===== config.mk =====
export PLATFORM = sky130hd
export DESIGN_NAME = rcog_top
export DESIGN_NICKNAME = d
export VERILOG_FILES = /design/src/rtl/rcog_sync.v /design/src/rtl/rcog_top.v
export VERILOG_INCLUDE_DIRS = /design/src /design/src/rtl
export SDC_FILE = /design/constraint.sdc
export NUM_CORES = 1
export LEC_CHECK = 0
export BUFFER_PORTS_ARGS = -buffer_cell sky130_fd_sc_hd__buf_4
export CORE_MARGIN = 1
export CORE_UTILIZATION = 56
export CTS_CLUSTER_SIZE = 24
export DETAILED_ROUTE_END_ITERATION = 16
export GPL_TIMING_DRIVEN = 0
export PLACE_DENSITY = 0.77
export RECOVER_POWER = 100
export SETUP_SLACK_MARGIN = 0.2
export SYNTH_ARGS = -nofsm -noshare
export SYNTH_HDL_FRONTEND = slang
export SYNTH_SLANG_ARGS = --single-unit

===== constraint.sdc =====
create_clock -name clk -period 2.3 [get_ports clk]
set_input_delay 0.345 -clock clk [delete_from_list [all_inputs] [get_ports clk]]
set_output_delay 0.345 -clock clk [all_outputs]
set_load 0.02 [all_outputs]

===== src/rtl/rcog_defines.vh =====
// register offsets, field positions, encodings and reset values of the config/gating block
`ifndef RCOG_DEFINES_VH
`define RCOG_DEFINES_VH

// =====================================================================
// register offsets (byte addresses, one 32-bit word each)
`define RCOG_ADDR_SIGCFG   8'h00
`define RCOG_ADDR_SIGEN    8'h04
`define RCOG_ADDR_PROTO    8'h08
`define RCOG_ADDR_INFEN    8'h0C
`define RCOG_ADDR_ANTCFG   8'h10
`define RCOG_ADDR_ANTSTS   8'h14
`define RCOG_ADDR_IRQSTS   8'h18
`define RCOG_ADDR_IRQMSK   8'h1C
`define RCOG_ADDR_WARNCFG  8'h20
`define RCOG_ADDR_RATE     8'h40

// =====================================================================
// signal configuration: three bits per constellation
`define RCOG_SIG_MASTER    0
`define RCOG_SIG_FIRST     1
`define RCOG_SIG_SECOND    2
`define RCOG_NCONST        5
`define RCOG_CONST_BDS     3
`define RCOG_SIGCFG_RST    15'h5_B6F

// =====================================================================
// output protocols, three enable bits per interface
`define RCOG_PROTO_NMEA    2'h0
`define RCOG_PROTO_BIN     2'h1
`define RCOG_PROTO_RTCM    2'h2
`define RCOG_PROTO_W       3
`define RCOG_PROTO_RST     15'h7_FFF

// =====================================================================
// antenna configuration fields
`define RCOG_ANT_VOLTCTRL  0
`define RCOG_ANT_SHORTDET  1
`define RCOG_ANT_OPENDET   2
`define RCOG_ANT_PWRDOWN   3
`define RCOG_ANT_RECOVER   4
`define RCOG_ANTCFG_RST    5'h00

// antenna power status encoding
`define RCOG_PWR_OFF       2'h0
`define RCOG_PWR_ON        2'h1
`define RCOG_PWR_UNKNOWN   2'h2

// =====================================================================
// interrupt status bits
`define RCOG_IRQ_NAK       0
`define RCOG_IRQ_ANT       1
`define RCOG_IRQ_EPOCH     2
`define RCOG_IRQ_W         3

`endif


===== src/rtl/rcog_sync.v =====
// three-stage pin synchroniser that accepts a change once stages two and three agree
`timescale 1ns/10ps

module rcog_sync
#(
  parameter W = 1
)
(
  input  wire         clk,
  input  wire         rst_n,
  input  wire [W-1:0] pin,
  output reg  [W-1:0] level
);

  reg [W-1:0] s1;
  reg [W-1:0] s2;
  reg [W-1:0] s3;

  genvar g;
  generate
    for (g = 0; g < W; g = g + 1)
    begin : g_bit
      // s1 is read by s2 only; the qualified level follows agreement of s2 and s3
      always @(posedge clk or negedge rst_n)
      begin
        if (!rst_n)
        begin
          s1[g]    <= 1'b0;
          s2[g]    <= 1'b0;
          s3[g]    <= 1'b0;
          level[g] <= 1'b0;
        end
        else
        begin
          s1[g] <= pin[g];
          s2[g] <= s1[g];
          s3[g] <= s2[g];
          if (s2[g] == s3[g])
            level[g] <= s3[g];
        end
      end
    end
  endgenerate

endmodule // rcog_sync


===== src/rtl/rcog_top.v =====
// receiver configuration: message rate dividers, output gating, signal checks, antenna supervisor
//
// Contract
// - a message whose rate setting is zero is never emitted
// - nonzero rate N emits the message once every N related events
// - each message on each interface has its own rate setting
// - non-periodic messages go out only in answer to a poll
// - information messages have no divider, only an enable per interface and per information type
// - nothing of a protocol leaves an interface whose protocol enable is clear
// - constellation enabled exactly when master set and at least one signal set
// - first and second band must match; only second BeiDou band may drop alone
// - unsupported signal write gets a nak, plus a warning when enabled
// - voltage-control enable lets the block switch the antenna supply
// - short-detect enable turns on short monitoring of the feed
// - open-detect enable turns on open (disconnected) monitoring
// - power-down-on-short with a detected short cuts the antenna supply while voltage control is enabled
// - every antenna status change sends a notice; status stays readable
// - antenna power status is off, on or unknown
// - every configuration write is answered by ack or nak
//
// The address map and strobed register access were decided locally.
`timescale 1ns/10ps
`include "rcog_defines.vh"

module rcog_top
#(
  parameter NIF      = 5,
  parameter NMSG     = 4,
  parameter NINF     = 4,
  parameter RATE_W   = 8,
  parameter MSG_PROTO = 8'b10_00_00_01
)
(
  input  wire                clk,
  input  wire                rst_n,
  input  wire [7:0]          addr,
  input  wire [31:0]         wdata,
  input  wire                wr,
  input  wire                rd,
  output reg  [31:0]         rdata,
  input  wire                epoch_pin,
  input  wire                ant_short_pin,
  input  wire                ant_open_pin,
  input  wire                poll_req,
  input  wire [2:0]          poll_if,
  input  wire [1:0]          poll_msg,
  input  wire                info_req,
  input  wire [1:0]          info_type,
  output reg  [NIF*NMSG-1:0] msg_emit,
  output reg  [NIF*NMSG-1:0] poll_emit,
  output reg  [NIF-1:0]      info_emit,
  output reg  [`RCOG_NCONST-1:0] const_enabled,
  output reg                 cfg_ack,
  output reg                 cfg_nak,
  output reg                 sig_warn,
  output reg                 ant_supply_en,
  output reg                 ant_notice,
  output reg                 irq
);

  localparam NENT = NIF * NMSG;
  localparam CW   = 3 * `RCOG_NCONST;

  // =====================================================================
  // decode helpers
  function rate_hit;
    input [7:0] a;
    begin
      rate_hit = (a >= `RCOG_ADDR_RATE) && (a < `RCOG_ADDR_RATE + 4 * NENT)
                 && (a[1:0] == 2'b00);
    end
  endfunction

  function [7:0] rate_idx;
    input [7:0] a;
    begin
      rate_idx = (a - `RCOG_ADDR_RATE) >> 2;
    end
  endfunction

  // true when every constellation keeps both bands matched, BeiDou second band excepted
  function sig_ok;
    input [CW-1:0] c;
    integer k;
    reg f;
    reg s;
    begin
      sig_ok = 1'b1;
      for (k = 0; k < `RCOG_NCONST; k = k + 1)
      begin
        f = c[3*k + `RCOG_SIG_FIRST];
        s = c[3*k + `RCOG_SIG_SECOND];
        if (f != s)
        begin
          if (!(k == `RCOG_CONST_BDS && f && !s))
            sig_ok = 1'b0;
        end
      end
    end
  endfunction

  // =====================================================================
  // pin synchronisers
  wire [2:0] pins_s;

  rcog_sync #(.W(3)) u_sync
  (
    .clk   (clk),
    .rst_n (rst_n),
    .pin   ({ant_open_pin, ant_short_pin, epoch_pin}),
    .level (pins_s)
  );

  wire epoch_s = pins_s[0];
  wire short_s = pins_s[1];
  wire open_s  = pins_s[2];

  reg  epoch_d;
  wire epoch_evt = epoch_s & ~epoch_d;

  // =====================================================================
  // configuration registers
  reg  [CW-1:0]          sig_cfg;
  reg  [NIF*3-1:0]       proto_en;
  reg  [NIF*NINF-1:0]    info_en;
  reg  [4:0]             ant_cfg;
  reg  [`RCOG_IRQ_W-1:0] irq_sts;
  reg  [`RCOG_IRQ_W-1:0] irq_msk;
  reg                    warn_en;
  reg  [1:0]             pwr_state;
  reg                    short_flag;
  reg                    open_flag;
  reg  [3:0]             ant_prev;

  wire wr_sig  = wr && (addr == `RCOG_ADDR_SIGCFG);
  wire sig_bad = wr_sig && !sig_ok(wdata[CW-1:0]);
  wire rate_wr = wr && rate_hit(addr);
  wire [7:0] rate_wi = rate_idx(addr);
  wire [3:0] ant_now = {pwr_state, short_flag, open_flag};
  wire ant_chg = (ant_now != ant_prev);

  always @(posedge clk or negedge rst_n)
  begin
    if (!rst_n)
    begin
      sig_cfg  <= `RCOG_SIGCFG_RST;
      proto_en <= `RCOG_PROTO_RST;
      info_en  <= {(NIF*NINF){1'b0}};
      ant_cfg  <= `RCOG_ANTCFG_RST;
      irq_msk  <= {`RCOG_IRQ_W{1'b0}};
      warn_en  <= 1'b0;
      cfg_ack  <= 1'b0;
      cfg_nak  <= 1'b0;
      sig_warn <= 1'b0;
    end
    else
    begin
      // a rejected signal write leaves the old configuration in force
      if (wr_sig && !sig_bad)
        sig_cfg <= wdata[CW-1:0];
      if (wr && (addr == `RCOG_ADDR_PROTO))
        proto_en <= wdata[NIF*3-1:0];
      if (wr && (addr == `RCOG_ADDR_INFEN))
        info_en <= wdata[NIF*NINF-1:0];
      if (wr && (addr == `RCOG_ADDR_ANTCFG))
        ant_cfg <= wdata[4:0];
      if (wr && (addr == `RCOG_ADDR_IRQMSK))
        irq_msk <= wdata[`RCOG_IRQ_W-1:0];
      if (wr && (addr == `RCOG_ADDR_WARNCFG))
        warn_en <= wdata[0];
      cfg_ack  <= wr && !sig_bad;
      cfg_nak  <= sig_bad;
      sig_warn <= sig_bad && warn_en;
    end
  end

  // =====================================================================
  // rate dividers, one per message per interface
  wire [NENT*RATE_W-1:0] rate_flat;
  wire [NENT-1:0]        emit_flat;

  genvar i;
  generate
    for (i = 0; i < NENT; i = i + 1)
    begin : g_div
      localparam IF_N = i / NMSG;
      localparam MS_N = i % NMSG;
      reg [RATE_W-1:0] rate_q;
      reg [RATE_W-1:0] cnt_q;
      reg              emit_q;
      wire [1:0] pr = MSG_PROTO[2*MS_N +: 2];
      wire pen = proto_en[IF_N*3 + pr];

      always @(posedge clk or negedge rst_n)
      begin
        if (!rst_n)
        begin
          rate_q <= {RATE_W{1'b0}};
          cnt_q  <= {RATE_W{1'b0}};
          emit_q <= 1'b0;
        end
        else
        begin
          emit_q <= 1'b0;
          if (rate_wr && (rate_wi == i))
          begin
            rate_q <= wdata[RATE_W-1:0];
            cnt_q  <= {RATE_W{1'b0}};
          end
          else if (epoch_evt && (rate_q != {RATE_W{1'b0}}))
          begin
            if (cnt_q == rate_q - 1'b1)
            begin
              cnt_q  <= {RATE_W{1'b0}};
              emit_q <= pen;
            end
            else
              cnt_q <= cnt_q + 1'b1;
          end
        end
      end

      assign rate_flat[i*RATE_W +: RATE_W] = rate_q;
      assign emit_flat[i] = emit_q;
    end
  endgenerate

  // =====================================================================
  // message outputs: periodic, polled and information
  reg [NENT-1:0] next_poll;
  reg [NIF-1:0]  next_info;
  integer j;
  integer m;

  always @*
  begin
    next_poll = {NENT{1'b0}};
    next_info = {NIF{1'b0}};
    for (j = 0; j < NIF; j = j + 1)
    begin
      // polled replies are binary-protocol messages
      if (poll_req && (poll_if == j) && proto_en[j*3 + `RCOG_PROTO_BIN])
        next_poll[j*NMSG + poll_msg] = 1'b1;
      if (info_req && info_en[j*NINF + info_type]
          && proto_en[j*3 + `RCOG_PROTO_BIN])
        next_info[j] = 1'b1;
    end
  end

  always @(posedge clk or negedge rst_n)
  begin
    if (!rst_n)
    begin
      msg_emit      <= {NENT{1'b0}};
      poll_emit     <= {NENT{1'b0}};
      info_emit     <= {NIF{1'b0}};
      const_enabled <= {`RCOG_NCONST{1'b0}};
      epoch_d       <= 1'b0;
    end
    else
    begin
      msg_emit  <= emit_flat;
      poll_emit <= next_poll;
      info_emit <= next_info;
      epoch_d   <= epoch_s;
      for (m = 0; m < `RCOG_NCONST; m = m + 1)
        const_enabled[m] <= sig_cfg[3*m + `RCOG_SIG_MASTER]
                            & (sig_cfg[3*m + `RCOG_SIG_FIRST]
                               | sig_cfg[3*m + `RCOG_SIG_SECOND]);
    end
  end

  // =====================================================================
  // antenna supervisor
  wire voltctrl = ant_cfg[`RCOG_ANT_VOLTCTRL];
  wire shortdet = ant_cfg[`RCOG_ANT_SHORTDET];

  always @(posedge clk or negedge rst_n)
  begin
    if (!rst_n)
    begin
      ant_supply_en <= 1'b1;
      pwr_state     <= `RCOG_PWR_UNKNOWN;
      short_flag    <= 1'b0;
      open_flag     <= 1'b0;
      ant_prev      <= {`RCOG_PWR_UNKNOWN, 2'b00};
      ant_notice    <= 1'b0;
    end
    else
    begin
      short_flag <= shortdet && short_s;
      open_flag  <= ant_cfg[`RCOG_ANT_OPENDET] && open_s;
      if (!voltctrl)
      begin
        // without voltage control the supply is not managed, so its state is not known
        ant_supply_en <= 1'b1;
        pwr_state     <= `RCOG_PWR_UNKNOWN;
      end
      else
      begin
        if (short_flag && ant_cfg[`RCOG_ANT_PWRDOWN])
          ant_supply_en <= 1'b0;
        else if (!ant_supply_en && ant_cfg[`RCOG_ANT_RECOVER] && shortdet
                 && !short_flag)
          ant_supply_en <= 1'b1;
        pwr_state <= ant_supply_en ? `RCOG_PWR_ON : `RCOG_PWR_OFF;
      end
      ant_prev   <= ant_now;
      ant_notice <= ant_chg;
    end
  end

  // =====================================================================
  // interrupt status: sticky, cleared by reading, a new event wins over the clear
  wire [`RCOG_IRQ_W-1:0] irq_evt = {epoch_evt, ant_chg, sig_bad};
  wire irq_rd = rd && (addr == `RCOG_ADDR_IRQSTS);

  always @(posedge clk or negedge rst_n)
  begin
    if (!rst_n)
    begin
      irq_sts <= {`RCOG_IRQ_W{1'b0}};
      irq     <= 1'b0;
    end
    else
    begin
      irq_sts <= (irq_rd ? {`RCOG_IRQ_W{1'b0}} : irq_sts) | irq_evt;
      irq     <= |(irq_sts & irq_msk);
    end
  end

  // =====================================================================
  // register read port, data one cycle after the strobe
  always @(posedge clk or negedge rst_n)
  begin
    if (!rst_n)
      rdata <= 32'h0000_0000;
    else if (rd)
    begin
      rdata <= 32'h0000_0000;
      if (addr == `RCOG_ADDR_SIGCFG)
        rdata[CW-1:0] <= sig_cfg;
      else if (addr == `RCOG_ADDR_SIGEN)
        rdata[`RCOG_NCONST-1:0] <= const_enabled;
      else if (addr == `RCOG_ADDR_PROTO)
        rdata[NIF*3-1:0] <= proto_en;
      else if (addr == `RCOG_ADDR_INFEN)
        rdata[NIF*NINF-1:0] <= info_en;
      else if (addr == `RCOG_ADDR_ANTCFG)
        rdata[4:0] <= ant_cfg;
      else if (addr == `RCOG_ADDR_ANTSTS)
        rdata[4:0] <= {ant_supply_en, ant_now};
      else if (addr == `RCOG_ADDR_IRQSTS)
        rdata[`RCOG_IRQ_W-1:0] <= irq_sts;
      else if (addr == `RCOG_ADDR_IRQMSK)
        rdata[`RCOG_IRQ_W-1:0] <= irq_msk;
      else if (addr == `RCOG_ADDR_WARNCFG)
        rdata[0] <= warn_en;
      else if (rate_hit(addr))
        rdata[RATE_W-1:0] <= rate_flat[rate_idx(addr)*RATE_W +: RATE_W];
    end
    else
      rdata <= 32'h0000_0000;
  end

endmodule // rcog_top


# --- Yosys cells after proc, flatten, opt, wreduce, memory -nomap -nowiden ---
# Cells that the tools add are included.
classes:
  addsub: 49
  multipliers: 0
  n_div: 0
  magnitude_cmp: 17
  eq_ne: 61
  shift: 1
  mux: 191
  bitwise_logic: 18
  n_reduce_logical: 136
op_table:
  columns: ["operator", "count"]
  rows:
  - ["8-bit two-way mux", 62]
  - ["8-bit by 1-bit adder with 8-bit output (second input constant)", 20]
  - ["8-bit == test", 20]
  - ["8-bit nonzero test", 20]
  - ["160-bit by 10-bit indexed part select with 8-bit output", 1]
  - ["8-bit by 1-bit subtractor with 8-bit output (second input constant)", 20]
  - ["20-bit two-way mux", 5]
  - ["1-bit logical AND", 86]
  - ["1-bit two-way mux", 86]
  - ["20-bit OR", 4]
  - ["7-bit two-way mux", 10]
  - ["6-bit by 4-bit == test with 1-bit output (second input constant)", 8]
  - ["15-bit two-way mux", 3]
  - ["2-bit nonzero test", 20]
  - ["5-bit two-way mux", 7]
  - ["8-bit by 5-bit == test with 1-bit output (second input constant)", 4]
  - ["6-bit by 3-bit == test with 1-bit output (second input constant)", 4]
  - ["6-bit by 5-bit == test with 1-bit output (second input constant)", 4]
  - ["5-bit by 6-bit < comparator with 1-bit output (second input constant)", 4]
  - ["4-bit by 2-bit adder with 5-bit output (first input constant)", 4]
  - ["1-bit binary-select mux with 5-bit select", 4]
  - ["1-bit demux with 5-bit select", 4]
  - ["8-bit by 4-bit == test with 1-bit output (second input constant)", 2]
  - ["8-bit zero test", 2]
  - ["other kinds (38)", 69]
totals:
  register_bits: 511
  latch_bits: 0
  ramBits: 0
  romBits: 0
  inputBits: 56
  output_inout_bits: 88
  word_cells: 568
  n_memories: 0

# --- Depth between registers and ports, before layout ---
# Gate-level depths: netlist of the first run.
depth:
  depth_word: 23
  mapped_depth: 10
  mapped_depth_nobuf: 8

# --- Cells and area by module ---
# A second synthesis of the first run with hierarchy kept.
unflattened:
  hier_cells: 2740
  hier_area_um2: 27920.5
modules_own_cells:
  columns: ["mod", "instances", "cells_each", "area_per_inst_um2", "seq_area_each_um2"]
  rows:
  - ["rcog_top", 1, 2725, 27586.5, 12223.0]
  - ["rcog_sync", 1, 15, 334.1, 300.3]

# --- Worst setup path after synthesis of the first run ---
# Ideal clock, no wire load.
synth_path:
  path_kind: "input port to flip-flop"
  start: "input addr[6]"
  end: "register g_div[13].rate_q[5]"
  setup_ps: 125
  t_arrival_ps: 2344
  t_required_ps: 2175
  slack_ps: -169
  cell_stages: 8
  n_path_buf: 2
  cell_sequence: "inv_1 -> ha_1 -> nor2_1 -> clkbuf_1 -> nand3_1 -> nor2_1 -> buf_2 -> mux2_2"
synth_between:
  elab_chain_len: 5
  word_cells_on_any_way: 8
  classes_between: "add/sub: 1; order compare: 2; eq/ne: 1; reduce/logical: 4"
synth_lines:
  columns: ["item", "line_no", "text"]
  rows:
  - ["from (decl)", "rcog_top.v:36", "input wire [7:0] addr,"]
  - ["branches (longest 4 deep; another with 8-bit by 7-bit subtractor with 8-bit output)", null, null]
  - ["1-bit logical AND *", "rcog_top.v:205", "if (rate_wr && (rate_wi == i))"]
  - ["to (signal assigned)", "rcog_top.v:198", "rate_q <= {RATE_W{1'b0}};"]
  - ["to (signal assigned)", "rcog_top.v:207", "rate_q <= wdata[RATE_W-1:0];"]
  - ["to (decl)", "rcog_top.v:188", "reg [RATE_W-1:0] rate_q;"]
# Every way passes the cells marked *.
# A chain may end at the register's enable or synchronous reset.

# --- Worst setup path in the final report of the first run ---
layout_path:
  start: "register epoch_d"
  end: "register g_div[6].cnt_q[6]"
layout_between:
  elab_chain_len: 4
layout_lines:
  columns: ["item", "line_no", "text"]
  rows:
  - ["from (decl)", "rcog_top.v:118", "reg epoch_d;"]
  - ["from (signal assigned)", "rcog_top.v:265", "epoch_d <= epoch_s;"]
  - ["1-bit NOT", "rcog_top.v:119", "wire epoch_evt = epoch_s & ~epoch_d;"]
  - ["1-bit AND", "rcog_top.v:119", null]
  - ["1-bit logical AND", "rcog_top.v:210", "else if (epoch_evt && (rate_q != {RATE_W{1'b0}}))"]
  - ["2-bit nonzero test (no source line)", null, null]
  - ["to (signal assigned)", "rcog_top.v:208", "cnt_q <= {RATE_W{1'b0}};"]
  - ["to (signal assigned)", "rcog_top.v:214", "cnt_q <= {RATE_W{1'b0}};"]
  - ["to (signal assigned)", "rcog_top.v:218", "cnt_q <= cnt_q + 1'b1;"]
  - ["to (decl)", "rcog_top.v:189", "reg [RATE_W-1:0] cnt_q;"]
# Every way passes these cells.

==> flow_summary.ini, run 1 <==
[floorplan]
dieArea_sq_mm = 0.0511
coreArea_sq_mm = 0.0493
rows = 81
boundaryPins = 144
die_x_um = 226
die_h_um = 226
initial_utilization_pct = 57.0

[worst_setup_path]
r2r_setup_slack_ns = -0.17
critPathRequiredTime_ns = 2.77
rr_worst_depth = 7
path_class = reg2reg
crit_fanout = 10
cp-end-kind = register
timing.rr.start = epoch_d
r2r-end = g_div[6].cnt_q[6]
cp_data_arrival_time_ns = 2.93
cp-start-kind = register

[clock_network]
clockBufferDepth = 3
insertion_delay_ns = 0.63
numCtsBuffers = 56
numClockSinks = 499
htreeDepth = 2
clock-root-buffer = clkbuf_16
cts_tree = yes
clkTransAtPathRegs_ns = 0.06

[global_route]
grt_antenna_before_repair = 8
grt_overflow = 0
use_met1_pct = 47.4
grt_max_degree = 123
grt_usage_pct = 35.6
grt_pass1_vias = 24000
top_usage_layer = met2
globalRouteMet3Util_pct = 6.45
grt_pass1_wl_um = 139000
use_met2_pct = 56.2

[sta]
worstMarginPinSlew_ns = 1.31
finClkSkew_ns = 0.0184
finalSetupViolCount = 81
finalHoldViolCount = 0
fin_crit_ns = 2.47
period_share_pct = 107
tns_ns = -4.55
report.final.slew_viol_count = 0
slew_headroom_pct = 12.4
fmax_mhz = 406
fin_ws_ns = -0.166
rsz0062_at_grt = yes

[place]
io_buffers = 113
dp_hpwl_um = 61200
gp_congestion = 0.988

[min_path]
worstHoldEndpoint = g_div[12].rate_q[6]
whs_path_depth = 2
hp-class = in2reg
hold_start = wdata[6]

[outcome]
violations = negative setup slack
status = finished, violations left

[pwr]
leakage_nw = 15.9
max-vdd-ir-drop_mv = 0.639
p_per_area_mw_per_mm2 = 736

[detailed_routing]
drtPass1Iterations = 7
via_count = 25300
wirelength_um = 95600
ant_nets = 0
vias_per_cell = 6.44
route.detailed.drc = 0
drtIter0Drc = 2715
drt-wirelength-per-cell_um = 24.3

[synth]
synth.distinct_cells = 91
ys_seq_area_share_pct = 44.6
synth_edf_count = 0
synth_area_sq_mm = 0.0281
ys_warn_count = 0
avgSynthCellArea_sq_um = 10.0
synth_cells = 2809
synth_seq_cells = 499
async_flop_share_pct = 100
synthFlopType = dfrtp_1

[final_layout]
final_cell_mix = 405 x dfrtp_1, 337 x nand2_1, 207 x buf_4
nets = 3315
syn_to_final_growth_pct = 28.8
layout-drive-gt1-share_pct = 31.5
final_common_cell = dfrtp_1
fin_util_pct = 73.5

[job]
maxCapViolCount = 0
## stage by stage
stage               power (mW)  hold WS [ns]  area (sq um)  std cells  setup WS (ns)
global route              27.6        0.0248         36200       3925         -0.198
global placement          14.9         0.332         30400       3597          -4.63
floorplan                 13.7        0.0494         28800       2820         0.0226
detailed placement        15.2         0.335         30600       3601          -1.23
CTS                       26.0       0.00241         35000       3831        -0.0611
finish                    26.6        0.0126         36200       3928         -0.166
## layer usage
| layer | wire length, um | vias up | share of wire, % |
|---|---|---|---|
| met3 | 9190 | 360 | 9.6 |
| met1 | 36700 | 12600 | 38 |
| li1 | - | 10900 | - |
| met4 | 5270 | 2 | 5.5 |
| met5 | 19 | - | 0.020 |
| met2 | 44500 | 1490 | 46 |
## cells by family (layout without fill, tap and decap cells)
family | count (synthesis) | count (layout) | synth area share, %
buf+inv | 219 | 658 | 3.18
mux | 241 | 241 | 11.0
xor+xnor | 275 | 275 | 8.57
other cells | 1 | 17 | 0.0133
compound gates | 391 | 391 | 9.91
simple gates | 1133 | 1133 | 20.6
flops | 499 | 499 | 44.6
fa+ha+maj | 50 | 50 | 2.20
## power by group
group          leakage (nW)  internal (mW)  switching (mW)
clock network          1.02           6.35            3.93
logic                  8.44           2.45            3.01
registers              6.40           9.60            1.31
## critical path, stage by stage, from the launching register on
cell	delay [ns]
dfrtp_1	0.40
nand2b_1	0.14
clkbuf_2	0.40
a21oi_1	0.56
nand2b_1	0.27
nand3_1	0.15
xor2_1	0.31
nor3_4	0.07
## worst max path at each step
stage	startpoint	endpoint	slack, ns	cells past startpoint
final	epoch_d	g_div[6].cnt_q[6]	-0.17	7
after global placement	rst_n	g_div[12].rate_q[3]	-4.63	1
after global routing	epoch_d	g_div[6].cnt_q[6]	-0.20	7
after floorplan	g_div[7].rate_q[0]	g_div[7].cnt_q[4]	0.02	8
after detailed placement	u_sync.level[0]	g_div[4].emit_q	-1.23	4
after CTS	g_div[7].rate_q[0]	g_div[7].cnt_q[4]	-0.06	8
## Yosys cell counts (all sizes together), types with 8 or more instances
master | count | area share [%]
o2111ai | 11 | 0.43
or3b | 13 | 0.41
nand4 | 59 | 1.4
o221ai | 9 | 0.28
xnor2 | 133 | 4.1
dfstp | 29 | 2.7
a21oi | 40 | 0.71
nor2 | 185 | 2.5
nor4b | 8 | 0.27
nor3b | 21 | 0.60
a211oi | 26 | 0.69
nand3 | 115 | 2.0
dfrtp | 470 | 42
mux2i | 55 | 2.0
inv | 84 | 1.1
a31oi | 30 | 0.67
mux2 | 147 | 5.9
nor3 | 91 | 1.6
a22o | 12 | 0.37
or4 | 26 | 0.69
o21bai | 9 | 0.24
mux4 | 39 | 3.1
or2 | 16 | 0.36
ha | 47 | 2.1
o211ai | 19 | 0.51
nand2b | 38 | 0.85
nand3b | 16 | 0.43
a21o | 8 | 0.21
o41ai | 9 | 0.31
nor4 | 36 | 1.0
a221oi | 10 | 0.33
and3 | 58 | 1.3
and2 | 39 | 0.87
a32o | 10 | 0.36
o21ai | 99 | 1.8
nand2 | 354 | 4.7
o21a | 9 | 0.24
o31ai | 17 | 0.45
buf | 45 | 0.86
clkbuf | 90 | 1.2
nor2b | 31 | 0.69
xor2 | 142 | 4.4
## flip-flops by register name (all words and copies together), names as in the netlist, 4 cells and up
signal         cells
info_en           20
ant_cfg            5
rdata             20
poll_emit         20
proto_en          15
sig_cfg           15
info_emit          5
const_enabled      5
g_div.rate_q     160
g_div.cnt_q      160
ant_prev           4
msg_emit          20
g_div.emit_q      20
## layout make-up
type                            instances  area (sq um)
Antenna cell                            5          12.5
Buffer                                135           748
Clock buffer                           74          1590
Clock inverter                         31           533
Fill cell                            3296         13100
Inverter                               84           349
Multi-Input combinational cell       2102         17100
Sequential cell                       499         12600
Tap cell                              664           831
Timing Repair Buffer                  334          2390
## what timing repair did
| item | CTS | global route |
|---|---|---|
| setup buffers | 107 | 91 |
| hold buffers | 18 | 0 |
| hold endpoints to repair | 127 | 0 |
| endpoints found under the setup margin | 270 | 243 |
| cloned | 0 | 1 |
| gates resized for setup | 313 | 303 |
| pin swaps | 147 | 151 |
Note: power is estimated with default switching activity, not from simulation.
==> run 2, diff against run 1 <==
Settings changed: GPL_TIMING_DRIVEN 0 to not set.
==> flow_summary.ini, run 2 (same netlist as run 1, synthesis figures left out) <==
[place]
dp_cells = 3719
io_buffers = 119
dp_hpwl_um = 58200
place_area_sq_mm = 0.0320
gp_congestion = 0.954
preCtsSetupSlack_ns = -0.0960

[floorplan]
dieArea_sq_mm = 0.0511
initial_utilization_pct = 57.0
coreArea_sq_mm = 0.0493
rows = 81
die_x_um = 226
boundaryPins = 144
die_h_um = 226

[clock_network]
clock-root-buffer = clkbuf_16
clkTransAtPathRegs_ns = 0.06
insertion_delay_ns = 0.64
htreeDepth = 2
clockBufferDepth = 3
numCtsBuffers = 54
numClockSinks = 499
cts_tree = yes

[sta]
fmax_mhz = 401
period_share_pct = 108
fin_ws_ns = -0.193
rsz0062_at_grt = yes
finalSetupViolCount = 29
holdWs_ns = 0.0561
worstMarginPinSlew_ns = 1.66
slew_headroom_pct = -10.5
tns_ns = -1.44
finalHoldViolCount = 0
fin_crit_ns = 2.49
finClkSkew_ns = 0.0251
report.final.slew_viol_count = 53

[detailed_routing]
via_count = 25200
wirelength_um = 90800
route.detailed.drc = 0
vias_per_cell = 6.35
ant_nets = 0
drtPass1Iterations = 6
drtIter0Drc = 2606
drt-wirelength-per-cell_um = 22.9

[worst_setup_path]
timing.rr.start = g_div[2].rate_q[0]
critPathRequiredTime_ns = 2.82
path_buf_inv = 5
slowest_stage = clkbuf_1
r2r_setup_slack_ns = -0.07
path_class = in2reg
cp_data_arrival_time_ns = 3.01
crit_fanout = 9
crit_top_cell = clkbuf_1
cpPeakStageDelay_ns = 0.52
r2r-end = g_div[2].cnt_q[4]
rr_worst_depth = 7
cp-end-kind = register
crit_chain = buf_4, clkbuf_1, clkbuf_1, and3_1, clkbuf_1, nand4_1, buf_4, nand2_2, nand4_1, xor2_1, nor2_2
crit_family = buffers and inverters
cp-start-kind = input pin

[min_path]
hold_start = rd
whs_path_depth = 2
worstHoldEndpoint = rdata[2]
hp-class = in2reg

[final_layout]
final_cell_mix = 449 x dfrtp_1, 335 x nand2_1, 296 x buf_4
reg_top3 = g_div.cnt_q x160, g_div.rate_q x160
nets = 3355
fin_area_sq_mm = 0.0359
seq_area_sq_mm = 0.0125
nFillCells = 3378
multi_input_area_sq_mm = 0.0167
layout-drive-gt1-share_pct = 30.2
fin_util_pct = 72.9
final_cells = 3963
syn_to_final_growth_pct = 27.9
final_common_cell = dfrtp_1

[pwr]
p_clk_share_pct = 36.9
power_mw = 25.6
seqPwrFrac_pct = 42.9
swShare_pct = 30.9
power.switching_mw = 7.93
p_comb_share_pct = 20.2
p_per_area_mw_per_mm2 = 713
p_int_mw = 17.7
leakage_nw = 16.1
max-vdd-ir-drop_mv = 0.582

[global_route]
grt_usage_pct = 33.5
grt_max_degree = 81
grt_pass1_wl_um = 134000
grt_pass1_vias = 24900
grt_antenna_before_repair = 6
grt_overflow = 0

[job]
maxCapViolCount = 1

[outcome]
violations = max-capacitance violations, max-slew violations, negative setup slack
status = finished, violations left
-- run 2: final cells by class --
cell class | instances | share of cell area, %
Antenna cell | 3 | 0.0209
Clock buffer | 79 | 4.30
Clock inverter | 21 | 1.06
Inverter | 84 | 0.916
Multi-Input combinational cell | 2102 | 46.4
Sequential cell | 499 | 34.9
Tap cell | 664 | 2.31
Timing Repair Buffer | 511 | 10.1
-- run 2: power groups by stage --
stage | Combinational (mW) | Sequential (mW) | Clock, mW
2_1_floorplan | 3.15 | 10.6 | 0
3_3_place_gp | 4.09 | 10.9 | 0
3_5_place_dp | 4.32 | 11.0 | 0
4_1_cts | 4.71 | 10.9 | 9.51
5_1_grt | 5.61 | 11.1 | 9.88
6_report | 5.18 | 11.0 | 9.46
-- run 2: worst max path at each step --
stage | slack, ns | depth (start not counted) | from | end
floorplan | 0.02 | 8 | g_div[7].rate_q[0] | g_div[7].cnt_q[4]
CTS | -0.01 | 8 | g_div[7].rate_q[1] | g_div[7].cnt_q[4]
finish | -0.19 | 11 | addr[2] | g_div[15].cnt_q[7]
global placement | -0.04 | 7 | addr[2] | rdata[2]
global route | -0.16 | 9 | g_div[6].rate_q[1] | g_div[6].cnt_q[0]
detailed placement | -0.1 | 8 | g_div[4].rate_q[1] | g_div[4].emit_q
-- run 2: layer usage --
| metal | routed length [um] | track usage, % | vias up |
|---|---|---|---|
| li1 | - | - | 10900 |
| met1 | 34500 | 41.8 | 12600 |
| met2 | 44000 | 55.5 | 1276 |
| met3 | 7280 | 6.35 | 355 |
| met4 | 5060 | 16.8 | 6 |
| met5 | 35 | 0 | - |
-- run 2: worst register-to-register path, delay by kind of cell, from the launching register on --
family                 cells  cell delay (ns)
buffers and inverters      1             0.20
AOI/OAI and AO/OA          1             0.26
DFF                        1             0.43
and+or+nand+nor            5             1.38
-- run 2: timing repair --
item | CTS | global route
buffers inserted | 68 | 49
hold buffers | 22 | 0
gates resized for setup | 160 | 241
hold endpoints to repair | 75 | 0
endpoints found under the setup margin | 164 | 193
pin swaps | 113 | 131
cloned | 0 | 2
